===== src/inc/external_memory_port_defines.svh =====
`ifndef EXTERNAL_MEMORY_PORT_DEFINES_SVH
`define EXTERNAL_MEMORY_PORT_DEFINES_SVH

// register byte offsets
`define OFF_CTRL 8'h00
`define OFF_XA 8'h04
`define OFF_XB 8'h08
`define OFF_STAT 8'h0c

// reset values
`define CTRL_RESET 8'h00
`define XA_RESET 8'h00
`define XB_RESET 8'h00

// writable bits; reserved bits read as zero
`define CTRL_RW_MASK 8'hff
`define XA_RW_MASK 8'h7e
`define XB_RW_MASK 8'h87

// field positions
`define CTRL_EN_BIT 7
`define CTRL_UWL_BIT 6
`define XA_SRL_HI 6
`define XA_SRL_LO 4
`define XA_LW_HI 3
`define XA_LW_LO 2
`define XA_UWH_BIT 1
`define XB_KEEP_BIT 7
`define XB_MASK_HI 2
`define XB_MASK_LO 0
`define STAT_BUSY_BIT 0
`define STAT_EXT_BIT 1
`define STAT_UPPER_BIT 2

// first data address beyond on-chip sram
`define INT_SRAM_END 16'h1100

// sector boundary step is 8 KB: boundary index is addr[15:13]
`define SECT_HI 15
`define SECT_LO 13

// timing in system clock cycles
`define STROBE_BASE 4'h6
`define GAP_CODE 2'b11

// axi responses
`define AXI_OKAY 2'b00
`define AXI_SLVERR 2'b10

`endif


===== src/inc/external_memory_port_pkg.sv =====
package external_memory_port_pkg;

  typedef enum logic [2:0] {
    ST_IDLE = 3'b000,
    ST_ADDR = 3'b001,
    ST_LATCH = 3'b010,
    ST_STROBE = 3'b011,
    ST_RECOV = 3'b100,
    ST_GAP = 3'b101
  } external_memory_port_state_e;

  typedef logic [1:0] wait_code_t;

endpackage : external_memory_port_pkg


===== src/design/external_memory_interface.sv =====
`timescale 1ns/100ps
`include "external_memory_port_defines.svh"
// Contract
// - low address and data share one bus; high address bus has selectable width
// - enabled port overrides port direction settings on its pins
// - address decides internal or external; external drives address, data, control
// - low address stays valid when the latch pulse falls
// - latch pulse stays low throughout the data phase
// - internal accesses may show bus activity but never strobes
// - disabled port returns pins to port settings, but in legacy mode control pins stay outputs; high addresses not mapped inside
// - bus keeper holds last level on undriven multiplexed lines
// - pull-ups active on undriven lines where port output bit is one
// - four software-selected wait settings including zero wait
// - two sectors with independent wait settings
// - legacy mode offers only upper-sector codes for zero or one wait
// - legacy mode: fixed high bits, no sectors, no keeper, output-only controls
// - legacy mode hides both extended control registers and their features
// - control bits spread over three registers
// - enable bit switches pins to interface functions; clearing disables
// - wait code: none, one, two strobe cycles, or two plus address gap
// - sector code places boundary in 8 KB steps; zero means one sector
// - mask code releases high address pins from the top bit down
module external_memory_interface
  import external_memory_port_pkg::*;
(
  input wire logic sys_clk,
  input wire logic rst_n,
  input wire logic [7:0] s_axi_awaddr,
  input wire logic s_axi_awvalid,
  output logic s_axi_awready,
  input wire logic [31:0] s_axi_wdata,
  input wire logic [3:0] s_axi_wstrb,
  input wire logic s_axi_wvalid,
  output logic s_axi_wready,
  output logic [1:0] s_axi_bresp,
  output logic s_axi_bvalid,
  input wire logic s_axi_bready,
  input wire logic [7:0] s_axi_araddr,
  input wire logic s_axi_arvalid,
  output logic s_axi_arready,
  output logic [31:0] s_axi_rdata,
  output logic [1:0] s_axi_rresp,
  output logic s_axi_rvalid,
  input wire logic s_axi_rready,
  input wire logic compat_mode,
  input wire logic mem_req,
  input wire logic mem_we,
  input wire logic [15:0] mem_addr,
  input wire logic [7:0] mem_wdata,
  output logic mem_ack,
  output logic [7:0] mem_rdata,
  output logic mem_ext,
  input wire logic [7:0] port_ad_out,
  input wire logic [7:0] port_ad_dir,
  input wire logic [7:0] port_ha_out,
  input wire logic [7:0] port_ha_dir,
  input wire logic [2:0] port_ctl_out,
  input wire logic [2:0] port_ctl_dir,
  input wire logic [7:0] mux_addr_data_bus_i,
  output logic [7:0] mux_addr_data_bus_o,
  output logic [7:0] mux_addr_data_bus_oe,
  output logic [7:0] high_address_bus_o,
  output logic [7:0] high_address_bus_oe,
  output logic ale_o,
  output logic ale_oe,
  output logic rd_n_o,
  output logic rd_n_oe,
  output logic wr_n_o,
  output logic wr_n_oe,
  output logic [7:0] ad_pullup_en,
  output logic [7:0] ad_keeper_en,
  output logic [7:0] ad_keeper_val
);

  function automatic logic [3:0] wait_extra(input wait_code_t code);
    case (code)
      2'b00: wait_extra = 4'h0;
      2'b01: wait_extra = 4'h1;
      default: wait_extra = 4'h2;
    endcase
  endfunction : wait_extra

  function automatic logic in_lower(input logic [15:0] addr,
                                    input logic [2:0] bcode);
    in_lower = addr[`SECT_HI:`SECT_LO] < bcode;
  endfunction : in_lower

  function automatic logic [7:0] high_mask(input logic [2:0] mcode);
    case (mcode)
      3'h0: high_mask = 8'hff;
      3'h1: high_mask = 8'h7f;
      3'h2: high_mask = 8'h3f;
      3'h3: high_mask = 8'h1f;
      3'h4: high_mask = 8'h0f;
      3'h5: high_mask = 8'h07;
      3'h6: high_mask = 8'h03;
      default: high_mask = 8'h00;
    endcase
  endfunction : high_mask

  function automatic logic reg_ok(input logic [7:0] a, input logic is_wr,
                                  input logic legacy);
    reg_ok = (a == `OFF_CTRL) || (!legacy && (a == `OFF_XA))
      || (!legacy && (a == `OFF_XB)) || (!is_wr && (a == `OFF_STAT));
  endfunction : reg_ok

  logic [7:0] ctrl_r;
  logic [7:0] xa_r;
  logic [7:0] xb_r;
  logic reg_wr_en;
  logic [7:0] reg_wr_addr;
  logic [7:0] reg_wr_data;
  logic [7:0] reg_rd_addr;
  logic [7:0] reg_rd_data;
  logic [7:0] stat_word;
  logic wr_ok;
  logic rd_ok;

  axil_slave u_bus (
    .sys_clk(sys_clk),
    .rst_n(rst_n),
    .s_axi_awaddr(s_axi_awaddr),
    .s_axi_awvalid(s_axi_awvalid),
    .s_axi_awready(s_axi_awready),
    .s_axi_wdata(s_axi_wdata),
    .s_axi_wstrb(s_axi_wstrb),
    .s_axi_wvalid(s_axi_wvalid),
    .s_axi_wready(s_axi_wready),
    .s_axi_bresp(s_axi_bresp),
    .s_axi_bvalid(s_axi_bvalid),
    .s_axi_bready(s_axi_bready),
    .s_axi_araddr(s_axi_araddr),
    .s_axi_arvalid(s_axi_arvalid),
    .s_axi_arready(s_axi_arready),
    .s_axi_rdata(s_axi_rdata),
    .s_axi_rresp(s_axi_rresp),
    .s_axi_rvalid(s_axi_rvalid),
    .s_axi_rready(s_axi_rready),
    .wr_en(reg_wr_en),
    .wr_addr(reg_wr_addr),
    .wr_data(reg_wr_data),
    .wr_ok(wr_ok),
    .rd_addr(reg_rd_addr),
    .rd_data(reg_rd_data),
    .rd_ok(rd_ok)
  );

  logic [7:0] ad_sync;

  pin_sync8 u_ad_sync (
    .sys_clk(sys_clk),
    .rst_n(rst_n),
    .pin_in(mux_addr_data_bus_i),
    .level_out(ad_sync)
  );

  // register access decode
  assign wr_ok = reg_ok(reg_wr_addr, 1'b1, compat_mode);
  assign rd_ok = reg_ok(reg_rd_addr, 1'b0, compat_mode);
  assign reg_rd_data = (reg_rd_addr == `OFF_CTRL) ? ctrl_r :
    (rd_ok && reg_rd_addr == `OFF_XA) ? xa_r :
    (rd_ok && reg_rd_addr == `OFF_XB) ? xb_r :
    (reg_rd_addr == `OFF_STAT) ? stat_word : 8'h00;

  always_ff @(posedge sys_clk) begin
    if (!rst_n) begin
      ctrl_r <= `CTRL_RESET;
      xa_r <= `XA_RESET;
      xb_r <= `XB_RESET;
    end else if (reg_wr_en && wr_ok) begin
      case (reg_wr_addr)
        `OFF_CTRL: ctrl_r <= reg_wr_data & `CTRL_RW_MASK;
        `OFF_XA: xa_r <= reg_wr_data & `XA_RW_MASK;
        `OFF_XB: xb_r <= reg_wr_data & `XB_RW_MASK;
        default: ctrl_r <= ctrl_r;
      endcase
    end
  end

  // effective configuration
  logic en;
  logic keeper_on;
  logic [2:0] bound_code;
  logic [2:0] mask_code;
  wait_code_t lower_code;
  wait_code_t upper_code;
  logic [7:0] ha_active;

  assign en = ctrl_r[`CTRL_EN_BIT];
  assign keeper_on = !compat_mode && xb_r[`XB_KEEP_BIT];
  assign bound_code = compat_mode ? 3'h0
    : xa_r[`XA_SRL_HI:`XA_SRL_LO];
  assign mask_code = compat_mode ? 3'h0
    : xb_r[`XB_MASK_HI:`XB_MASK_LO];
  assign lower_code = xa_r[`XA_LW_HI:`XA_LW_LO];
  assign upper_code = {!compat_mode && xa_r[`XA_UWH_BIT],
                       ctrl_r[`CTRL_UWL_BIT]};
  assign ha_active = en ? high_mask(mask_code) : 8'h00;

  // access sequencer
  external_memory_port_state_e state_r;
  external_memory_port_state_e state_nxt;
  logic [3:0] cnt_r;
  logic [3:0] cnt_nxt;
  logic [15:0] acc_addr_r;
  logic [7:0] acc_wdata_r;
  logic acc_we_r;
  logic acc_ext_r;
  logic acc_upper_r;
  wait_code_t acc_code_r;
  logic req_ok;
  logic req_ext;
  logic req_lower;
  logic start;
  logic ack_nxt;
  logic strobe_last;
  logic [3:0] strobe_len;

  assign req_ok = mem_req && !mem_ack;
  assign req_ext = mem_addr >= `INT_SRAM_END;
  assign req_lower = in_lower(mem_addr, bound_code);
  // base strobe covers the input synchroniser latency
  assign strobe_len = `STROBE_BASE + wait_extra(acc_code_r);
  assign strobe_last = cnt_r == strobe_len - 4'h1;
  assign stat_word = {5'h00, acc_upper_r, mem_ext, state_r != ST_IDLE};

  always_comb begin
    state_nxt = state_r;
    cnt_nxt = cnt_r;
    ack_nxt = 1'b0;
    start = 1'b0;
    case (state_r)
      ST_IDLE: begin
        if (req_ok && en) begin
          state_nxt = ST_ADDR;
          start = 1'b1;
        end else if (req_ok) begin
          ack_nxt = 1'b1;
        end
      end
      ST_ADDR: state_nxt = ST_LATCH;
      ST_LATCH: begin
        state_nxt = ST_STROBE;
        cnt_nxt = 4'h0;
      end
      ST_STROBE: begin
        if (strobe_last) begin
          state_nxt = ST_RECOV;
        end else begin
          cnt_nxt = cnt_r + 4'h1;
        end
      end
      ST_RECOV: begin
        if (acc_code_r == `GAP_CODE) begin
          state_nxt = ST_GAP;
        end else begin
          state_nxt = ST_IDLE;
          ack_nxt = 1'b1;
        end
      end
      ST_GAP: begin
        state_nxt = ST_IDLE;
        ack_nxt = 1'b1;
      end
      default: state_nxt = ST_IDLE;
    endcase
  end

  always_ff @(posedge sys_clk) begin
    if (!rst_n) begin
      state_r <= ST_IDLE;
      cnt_r <= 4'h0;
      acc_addr_r <= 16'h0000;
      acc_wdata_r <= 8'h00;
      acc_we_r <= 1'b0;
      acc_ext_r <= 1'b0;
      acc_upper_r <= 1'b0;
      acc_code_r <= 2'b00;
      mem_ack <= 1'b0;
      mem_rdata <= 8'h00;
      mem_ext <= 1'b0;
    end else begin
      state_r <= state_nxt;
      cnt_r <= cnt_nxt;
      mem_ack <= ack_nxt;
      if (start) begin
        acc_addr_r <= mem_addr;
        acc_wdata_r <= mem_wdata;
        acc_we_r <= mem_we;
        acc_ext_r <= req_ext;
        acc_upper_r <= !req_lower;
        acc_code_r <= req_lower ? lower_code : upper_code;
        mem_ext <= req_ext;
      end else if (state_r == ST_IDLE && req_ok) begin
        mem_ext <= req_ext;
        mem_rdata <= 8'h00;
      end
      if (state_r == ST_STROBE && strobe_last && !acc_we_r) begin
        mem_rdata <= acc_ext_r ? ad_sync : 8'h00;
      end
    end
  end

  // pin values, registered below
  logic drive_addr;
  logic drive_data;
  logic strobe_act;
  logic [7:0] ad_o_nxt;
  logic [7:0] ad_oe_nxt;
  logic [7:0] keep_val_nxt;

  assign drive_addr = state_r == ST_ADDR || state_r == ST_LATCH;
  assign drive_data = acc_we_r
    && (state_r == ST_STROBE || state_r == ST_RECOV);
  assign strobe_act = state_r == ST_STROBE && acc_ext_r;
  assign ad_o_nxt = !en ? port_ad_out
    : drive_addr ? acc_addr_r[7:0] : acc_wdata_r;
  assign ad_oe_nxt = !en ? port_ad_dir
    : {8{drive_addr || drive_data}};
  assign keep_val_nxt = (mux_addr_data_bus_oe & mux_addr_data_bus_o)
    | (~mux_addr_data_bus_oe & ad_sync);

  always_ff @(posedge sys_clk) begin
    if (!rst_n) begin
      mux_addr_data_bus_o <= 8'h00;
      mux_addr_data_bus_oe <= 8'h00;
      high_address_bus_o <= 8'h00;
      high_address_bus_oe <= 8'h00;
      ale_o <= 1'b0;
      ale_oe <= 1'b0;
      rd_n_o <= 1'b1;
      rd_n_oe <= 1'b0;
      wr_n_o <= 1'b1;
      wr_n_oe <= 1'b0;
      ad_pullup_en <= 8'h00;
      ad_keeper_en <= 8'h00;
      ad_keeper_val <= 8'h00;
    end else begin
      mux_addr_data_bus_o <= ad_o_nxt;
      mux_addr_data_bus_oe <= ad_oe_nxt;
      high_address_bus_o <= (ha_active & acc_addr_r[15:8])
        | (~ha_active & port_ha_out);
      high_address_bus_oe <= ha_active | port_ha_dir;
      ale_o <= en ? state_r == ST_ADDR : port_ctl_out[2];
      ale_oe <= en || compat_mode || port_ctl_dir[2];
      rd_n_o <= en ? !(strobe_act && !acc_we_r) : port_ctl_out[0];
      rd_n_oe <= en || compat_mode || port_ctl_dir[0];
      wr_n_o <= en ? !(strobe_act && acc_we_r) : port_ctl_out[1];
      wr_n_oe <= en || compat_mode || port_ctl_dir[1];
      ad_pullup_en <= port_ad_out & ~ad_oe_nxt;
      ad_keeper_en <= {8{keeper_on}} & ~ad_oe_nxt;
      ad_keeper_val <= keep_val_nxt;
    end
  end

endmodule : external_memory_interface


===== src/design/pin_sync8.sv =====
`timescale 1ns/100ps
module pin_sync8 (
  input wire logic sys_clk,
  input wire logic rst_n,
  input wire logic [7:0] pin_in,
  output logic [7:0] level_out
);
  logic [7:0] s1_r;
  logic [7:0] s2_r;
  logic [7:0] s3_r;
  logic [7:0] level_nxt;

  // a bit changes only once stages two and three agree
  assign level_nxt = (s2_r & s3_r) | (level_out & (s2_r | s3_r));

  always_ff @(posedge sys_clk) begin
    if (!rst_n) begin
      s1_r <= 8'h00;
      s2_r <= 8'h00;
      s3_r <= 8'h00;
      level_out <= 8'h00;
    end else begin
      s1_r <= pin_in;
      s2_r <= s1_r;
      s3_r <= s2_r;
      level_out <= level_nxt;
    end
  end
endmodule : pin_sync8


===== src/design/axil_slave.sv =====
`timescale 1ns/100ps
`include "external_memory_port_defines.svh"
module axil_slave (
  input wire logic sys_clk,
  input wire logic rst_n,
  input wire logic [7:0] s_axi_awaddr,
  input wire logic s_axi_awvalid,
  output logic s_axi_awready,
  input wire logic [31:0] s_axi_wdata,
  input wire logic [3:0] s_axi_wstrb,
  input wire logic s_axi_wvalid,
  output logic s_axi_wready,
  output logic [1:0] s_axi_bresp,
  output logic s_axi_bvalid,
  input wire logic s_axi_bready,
  input wire logic [7:0] s_axi_araddr,
  input wire logic s_axi_arvalid,
  output logic s_axi_arready,
  output logic [31:0] s_axi_rdata,
  output logic [1:0] s_axi_rresp,
  output logic s_axi_rvalid,
  input wire logic s_axi_rready,
  output logic wr_en,
  output logic [7:0] wr_addr,
  output logic [7:0] wr_data,
  input wire logic wr_ok,
  output logic [7:0] rd_addr,
  input wire logic [7:0] rd_data,
  input wire logic rd_ok
);
  logic aw_got_r;
  logic w_got_r;
  logic wstrb0_r;
  logic ar_got_r;
  logic aw_take;
  logic w_take;
  logic commit;
  logic aw_got_nxt;
  logic w_got_nxt;
  logic bvalid_nxt;
  logic rvalid_nxt;
  logic ar_got_nxt;

  assign aw_take = s_axi_awvalid && s_axi_awready;
  assign w_take = s_axi_wvalid && s_axi_wready;
  assign commit = aw_got_r && w_got_r && !s_axi_bvalid;
  // only byte lane 0 carries register data
  assign wr_en = commit && wstrb0_r;
  assign aw_got_nxt = (aw_got_r || aw_take) && !commit;
  assign w_got_nxt = (w_got_r || w_take) && !commit;
  assign bvalid_nxt = commit || (s_axi_bvalid && !s_axi_bready);
  assign ar_got_nxt = (ar_got_r || (s_axi_arvalid && s_axi_arready))
    && !(ar_got_r && !s_axi_rvalid);
  assign rvalid_nxt = (ar_got_r && !s_axi_rvalid)
    || (s_axi_rvalid && !s_axi_rready);

  always_ff @(posedge sys_clk) begin
    if (!rst_n) begin
      aw_got_r <= 1'b0;
      w_got_r <= 1'b0;
      wstrb0_r <= 1'b0;
      wr_addr <= 8'h00;
      wr_data <= 8'h00;
      s_axi_awready <= 1'b0;
      s_axi_wready <= 1'b0;
      s_axi_bvalid <= 1'b0;
      s_axi_bresp <= `AXI_OKAY;
    end else begin
      aw_got_r <= aw_got_nxt;
      w_got_r <= w_got_nxt;
      s_axi_awready <= !aw_got_nxt && !bvalid_nxt;
      s_axi_wready <= !w_got_nxt && !bvalid_nxt;
      s_axi_bvalid <= bvalid_nxt;
      if (aw_take) begin
        wr_addr <= s_axi_awaddr;
      end
      if (w_take) begin
        wr_data <= s_axi_wdata[7:0];
        wstrb0_r <= s_axi_wstrb[0];
      end
      if (commit) begin
        s_axi_bresp <= wr_ok ? `AXI_OKAY : `AXI_SLVERR;
      end
    end
  end

  always_ff @(posedge sys_clk) begin
    if (!rst_n) begin
      ar_got_r <= 1'b0;
      rd_addr <= 8'h00;
      s_axi_arready <= 1'b0;
      s_axi_rvalid <= 1'b0;
      s_axi_rdata <= 32'h0000_0000;
      s_axi_rresp <= `AXI_OKAY;
    end else begin
      ar_got_r <= ar_got_nxt;
      s_axi_arready <= !ar_got_nxt && !rvalid_nxt;
      s_axi_rvalid <= rvalid_nxt;
      if (s_axi_arvalid && s_axi_arready) begin
        rd_addr <= s_axi_araddr;
      end
      if (ar_got_r && !s_axi_rvalid) begin
        s_axi_rdata <= {24'h00_0000, rd_data};
        s_axi_rresp <= rd_ok ? `AXI_OKAY : `AXI_SLVERR;
      end
    end
  end
endmodule : axil_slave


===== config.mk =====
export PLATFORM = sky130hd
export DESIGN_NAME = external_memory_interface
export DESIGN_NICKNAME = d
export VERILOG_FILES = /design/src/inc/external_memory_port_pkg.sv /design/src/design/external_memory_interface.sv /design/src/design/pin_sync8.sv /design/src/design/axil_slave.sv
export VERILOG_INCLUDE_DIRS = /design/src /design/src/inc
export SDC_FILE = /design/constraint.sdc
export NUM_CORES = 1
export LEC_CHECK = 0
export ABC_AREA = 1
export BUFFER_PORTS_ARGS = -buffer_cell sky130_fd_sc_hd__buf_2
export CAP_MARGIN = 40
export CORE_MARGIN = 2
export CORE_UTILIZATION = 51
export CTS_CLUSTER_SIZE = 28
export DETAILED_ROUTE_END_ITERATION = 7
export PLACE_DENSITY_LB_ADDON = 0.3
export SYNTH_ARGS = -nofsm -noshare
export SYNTH_HDL_FRONTEND = slang
export SYNTH_SLANG_ARGS = --single-unit

===== constraint.sdc =====
create_clock -name sys_clk -period 2.3 [get_ports sys_clk]
set_input_delay 0.345 -clock sys_clk [delete_from_list [all_inputs] [get_ports sys_clk]]
set_output_delay 0.345 -clock sys_clk [all_outputs]
set_load 0.02 [all_outputs]

==> impl_metrics.csv <==
group,metric,value,unit
outcome,outcome,"complete, no violations",
critical_path,crit_required,2.69,ns
place,placed_area,8620,um^2
floorplan,dieArea,16000,um^2
final_layout,fin_cells,1360,
pwr,vdd_ir_drop_max,0.000513,V
critical_path,arrival,2.08,ns
sta,relSlewSlack,63.5,%
cts,clockBufferDepth,3,
global_routing,overflow,0,
place,hpwl,13200,um
floorplan,num_rows,44,
cts,ctsHoldBuffers,0,
routing,vias_per_cell,4.98,
sta,fin_crit_sh,73.7,%
final_layout,nets,1300,
synth,ys_ff_latch,201,
routing,ant_nets,0,
floorplan,initial_core_util,52.3,%
final_layout,drive_gt1_share,22.2,%
pwr,power.static_leakage,4.53,nW
critical_path,rrSetupSlack,0.60,ns
pwr,power_density,836,nW/um^2
critical_path,crit_cells,9,
floorplan,ios,245,
place,place.gp.congestion,0.853,
sta,fmax,590,MHz
routing,drt_drc_violations_left,0,
flow_run,maxCapViolations,0,
final_layout,nFillCells,1317,
sta,tightest_slew,0.545,ns
final_layout,largest_reg_flops,16,
global_routing,antenna_found_initial,0,
routing,first_pass_iters,4,
worst_hold_path,hold_path.class,"primary input to flop",
sta,rsz0062_at_grt,"false",
routing,finalWirelength,18300,um
synth,ys_types,41,
critical_path,cp-end-kind,"flop",
synth,ys_warn_count,0,
sta,hold_violations,0,
sta,drv_slew,0,
sta,finalSetupViolCount,0,
synth,avgSynthCellArea,7.81,um^2
final_layout,diodes,0,
floorplan,fp.dieH,126,um
cts,clock_tree.root_cell,"clkbuf_16",
cts,clock-sinks,201,
cts,h-tree-depth,1,
routing,drt_iter0_drc,363,
critical_path,reg2reg_depth,9,
cts,ctsResizeCount,0,
place,dpl.cell_count,1326,
sta,clock_skew,0.00709,ns
critical_path,endpoint,"acc_code_r[1]",
final_layout,final_area,9280,um^2
global_routing,grt_start_max_net_pins,54,
routing,routedWlPerCell,13.5,um
final_layout,area_delta_synth_final,21.5,%
global_routing,grt_pass1_vias,6043,
synth,syn_area,7630,um^2
sta,hold_slack,0.0408,ns
floorplan,die_w,126,um
sta,final.setup.tns,0,ns
global_routing,grt_util_all_layers,22.1,%
routing,via_count,6773,
cts,path_clk_slew,0.06,ns
critical_path,crit_type,"flop to flop",
critical_path,crit_buf_inv,1,
cts,cts_tree,"done",
final_layout,fin_util,63.6,%
place,io_buffers,191,
cts,cts_setup_buffers,0,
critical_path,critPathLaunchType,"flop",
critical_path,critPathMaxStageDelay,0.41,ns
critical_path,crit_family,"simple AND/OR/NAND/NOR gates",
critical_path,r2r-start,"xa_r[6]",
floorplan,core,14600,um^2
critical_path,cp_slowest_cell,"o21ai_0",
critical_path,rr_endpoint,"acc_code_r[1]",
global_routing,grt_pass1_wl,29300,um
cts,clk_latency,0.48,ns
sta,setup_ws,0.605,ns
final_layout,largest-register,"acc_addr_r",
critical_path,crit_chain,"nand2_1, ha_1, nand2_1, o21ai_0, nor2_1, nand2_1, nand3_1, nand2_1, inv_1",
critical_path,cp_max_fo,4,
synth,ys_seq_area_share,52.7,%
critical_path,cpMostUsedCell,"nand2_1",
pwr,power.total,7.76,mW
critical_path,worstSetupStartpoint,"xa_r[6]",
sta,min_period,1.70,ns
place,dp_slack,0.480,ns
synth,synthCells,977,
cts,cts_made_buffers,21,
[cell usage in the layout (no fill, tap or decap), types with 15 or more instances in the layout]
| cell | count |
|---|---|
| dfxtp_1 | 201 |
| buf_2 | 190 |
| nor2_1 | 155 |
| nand2_1 | 126 |
| o21ai_0 | 111 |
| inv_1 | 109 |
| a21oi_1 | 106 |
| nand3_1 | 32 |
| conb_1 | 26 |
| clkbuf_16 | 21 |
| nand4_1 | 15 |
[tightest hold or removal path, delay by kind of cell]
family	cells	cell delay [ns]
buffers and inverters	2	0.11
and+or+nand+nor	1	0.04
[metal layers]
metal / vias to the layer above / routed length (um) / global-route usage [%]
li1: 3477 / - / -
met1: 3049 / 8370 / 30.5
met2: 217 / 8420 / 36.9
met3: 30 / 1150 / 3.04
met4: 0 / 384 / 5.62
met5: - / 0 / 0
[synthesized netlist by cell type]
| master | count | share of area, % |
|---|---|---|
| o21ai_1 | 2 | 0.13 |
| nand4_1 | 15 | 1.2 |
| conb_1 | 1 | 0.049 |
| inv_6 | 1 | 0.11 |
| nor2_1 | 155 | 7.6 |
| nand3_2 | 4 | 0.52 |
| inv_1 | 109 | 5.4 |
| nand3_1 | 32 | 2.1 |
| inv_4 | 1 | 0.082 |
| ha_1 | 3 | 0.49 |
| a21boi_0 | 1 | 0.098 |
| nand2_1 | 126 | 6.2 |
| o32ai_1 | 1 | 0.11 |
| buf_8 | 1 | 0.20 |
| a22oi_1 | 2 | 0.20 |
| nor3_2 | 1 | 0.13 |
| clkinv_2 | 1 | 0.065 |
| nand2_4 | 2 | 0.29 |
| o22ai_1 | 5 | 0.41 |
| inv_2 | 3 | 0.15 |
| buf_2 | 6 | 0.39 |
| clkbuf_1 | 22 | 1.1 |
| buf_6 | 4 | 0.59 |
| buf_1 | 3 | 0.15 |
| buf_4 | 26 | 2.6 |
| nor3_1 | 8 | 0.52 |
| a22o_1 | 3 | 0.34 |
| or2_2 | 1 | 0.082 |
| o21ai_2 | 2 | 0.23 |
| dfxtp_1 | 201 | 53 |
| nor2_2 | 3 | 0.25 |
| o21ai_0 | 111 | 7.3 |
| o211ai_1 | 1 | 0.098 |
| or2_0 | 1 | 0.082 |
| nand2_2 | 5 | 0.41 |
| a21oi_1 | 106 | 6.9 |
| a31oi_1 | 2 | 0.16 |
| nor2_4 | 2 | 0.29 |
| nor4_1 | 1 | 0.082 |
| clkinv_1 | 2 | 0.098 |
| a211oi_1 | 1 | 0.098 |
[report_power, final]
part | internal [mW] | switching (mW)
combinational | 0.275 | 0.553
clock | 1.93 | 1.31
sequential | 3.62 | 0.0777
total | 5.82 | 1.94
[cell type report]
type | instances | area, um^2 | share of cell area (%)
well taps | 184 | 230 | 2.48
inverters | 117 | 448 | 4.83
flip-flops and latches | 201 | 4020 | 43.4
multi-input cells | 622 | 2880 | 31.0
clock buffers | 27 | 598 | 6.45
repair buffers | 202 | 1040 | 11.2
clock inverters | 7 | 60.1 | 0.647
[cells by family (layout without fill, tap and decap cells)]
logic type / count (synthesis) / in the layout / share of synthesized area [%]
simple gates: 356 / 356 / 19.8
compound gates: 237 / 237 / 16.1
flops: 201 / 201 / 52.7
buf+inv: 179 / 353 / 10.8
fa+ha+maj: 3 / 3 / 0.492
other cells: 1 / 26 / 0.0491
[worst min path at each step]
| stage | startpoint | endpoint | slack, ns | cells after the start |
|---|---|---|---|---|
| after floorplan | u_ad_sync.s1_r[0] | u_ad_sync.s2_r[0] | 0.39 | 2 |
| after global placement | u_ad_sync.s1_r[1] | u_ad_sync.s2_r[1] | 0.39 | 2 |
| after detailed placement | u_ad_sync.s1_r[7] | u_ad_sync.s2_r[7] | 0.40 | 2 |
| after CTS | mux_addr_data_bus_i[1] | u_ad_sync.s1_r[1] | 0.03 | 3 |
| after global routing | mux_addr_data_bus_i[5] | u_ad_sync.s1_r[5] | 0.04 | 3 |
| final | mux_addr_data_bus_i[1] | u_ad_sync.s1_r[1] | 0.04 | 3 |
(Power assumes the default switching activity.)
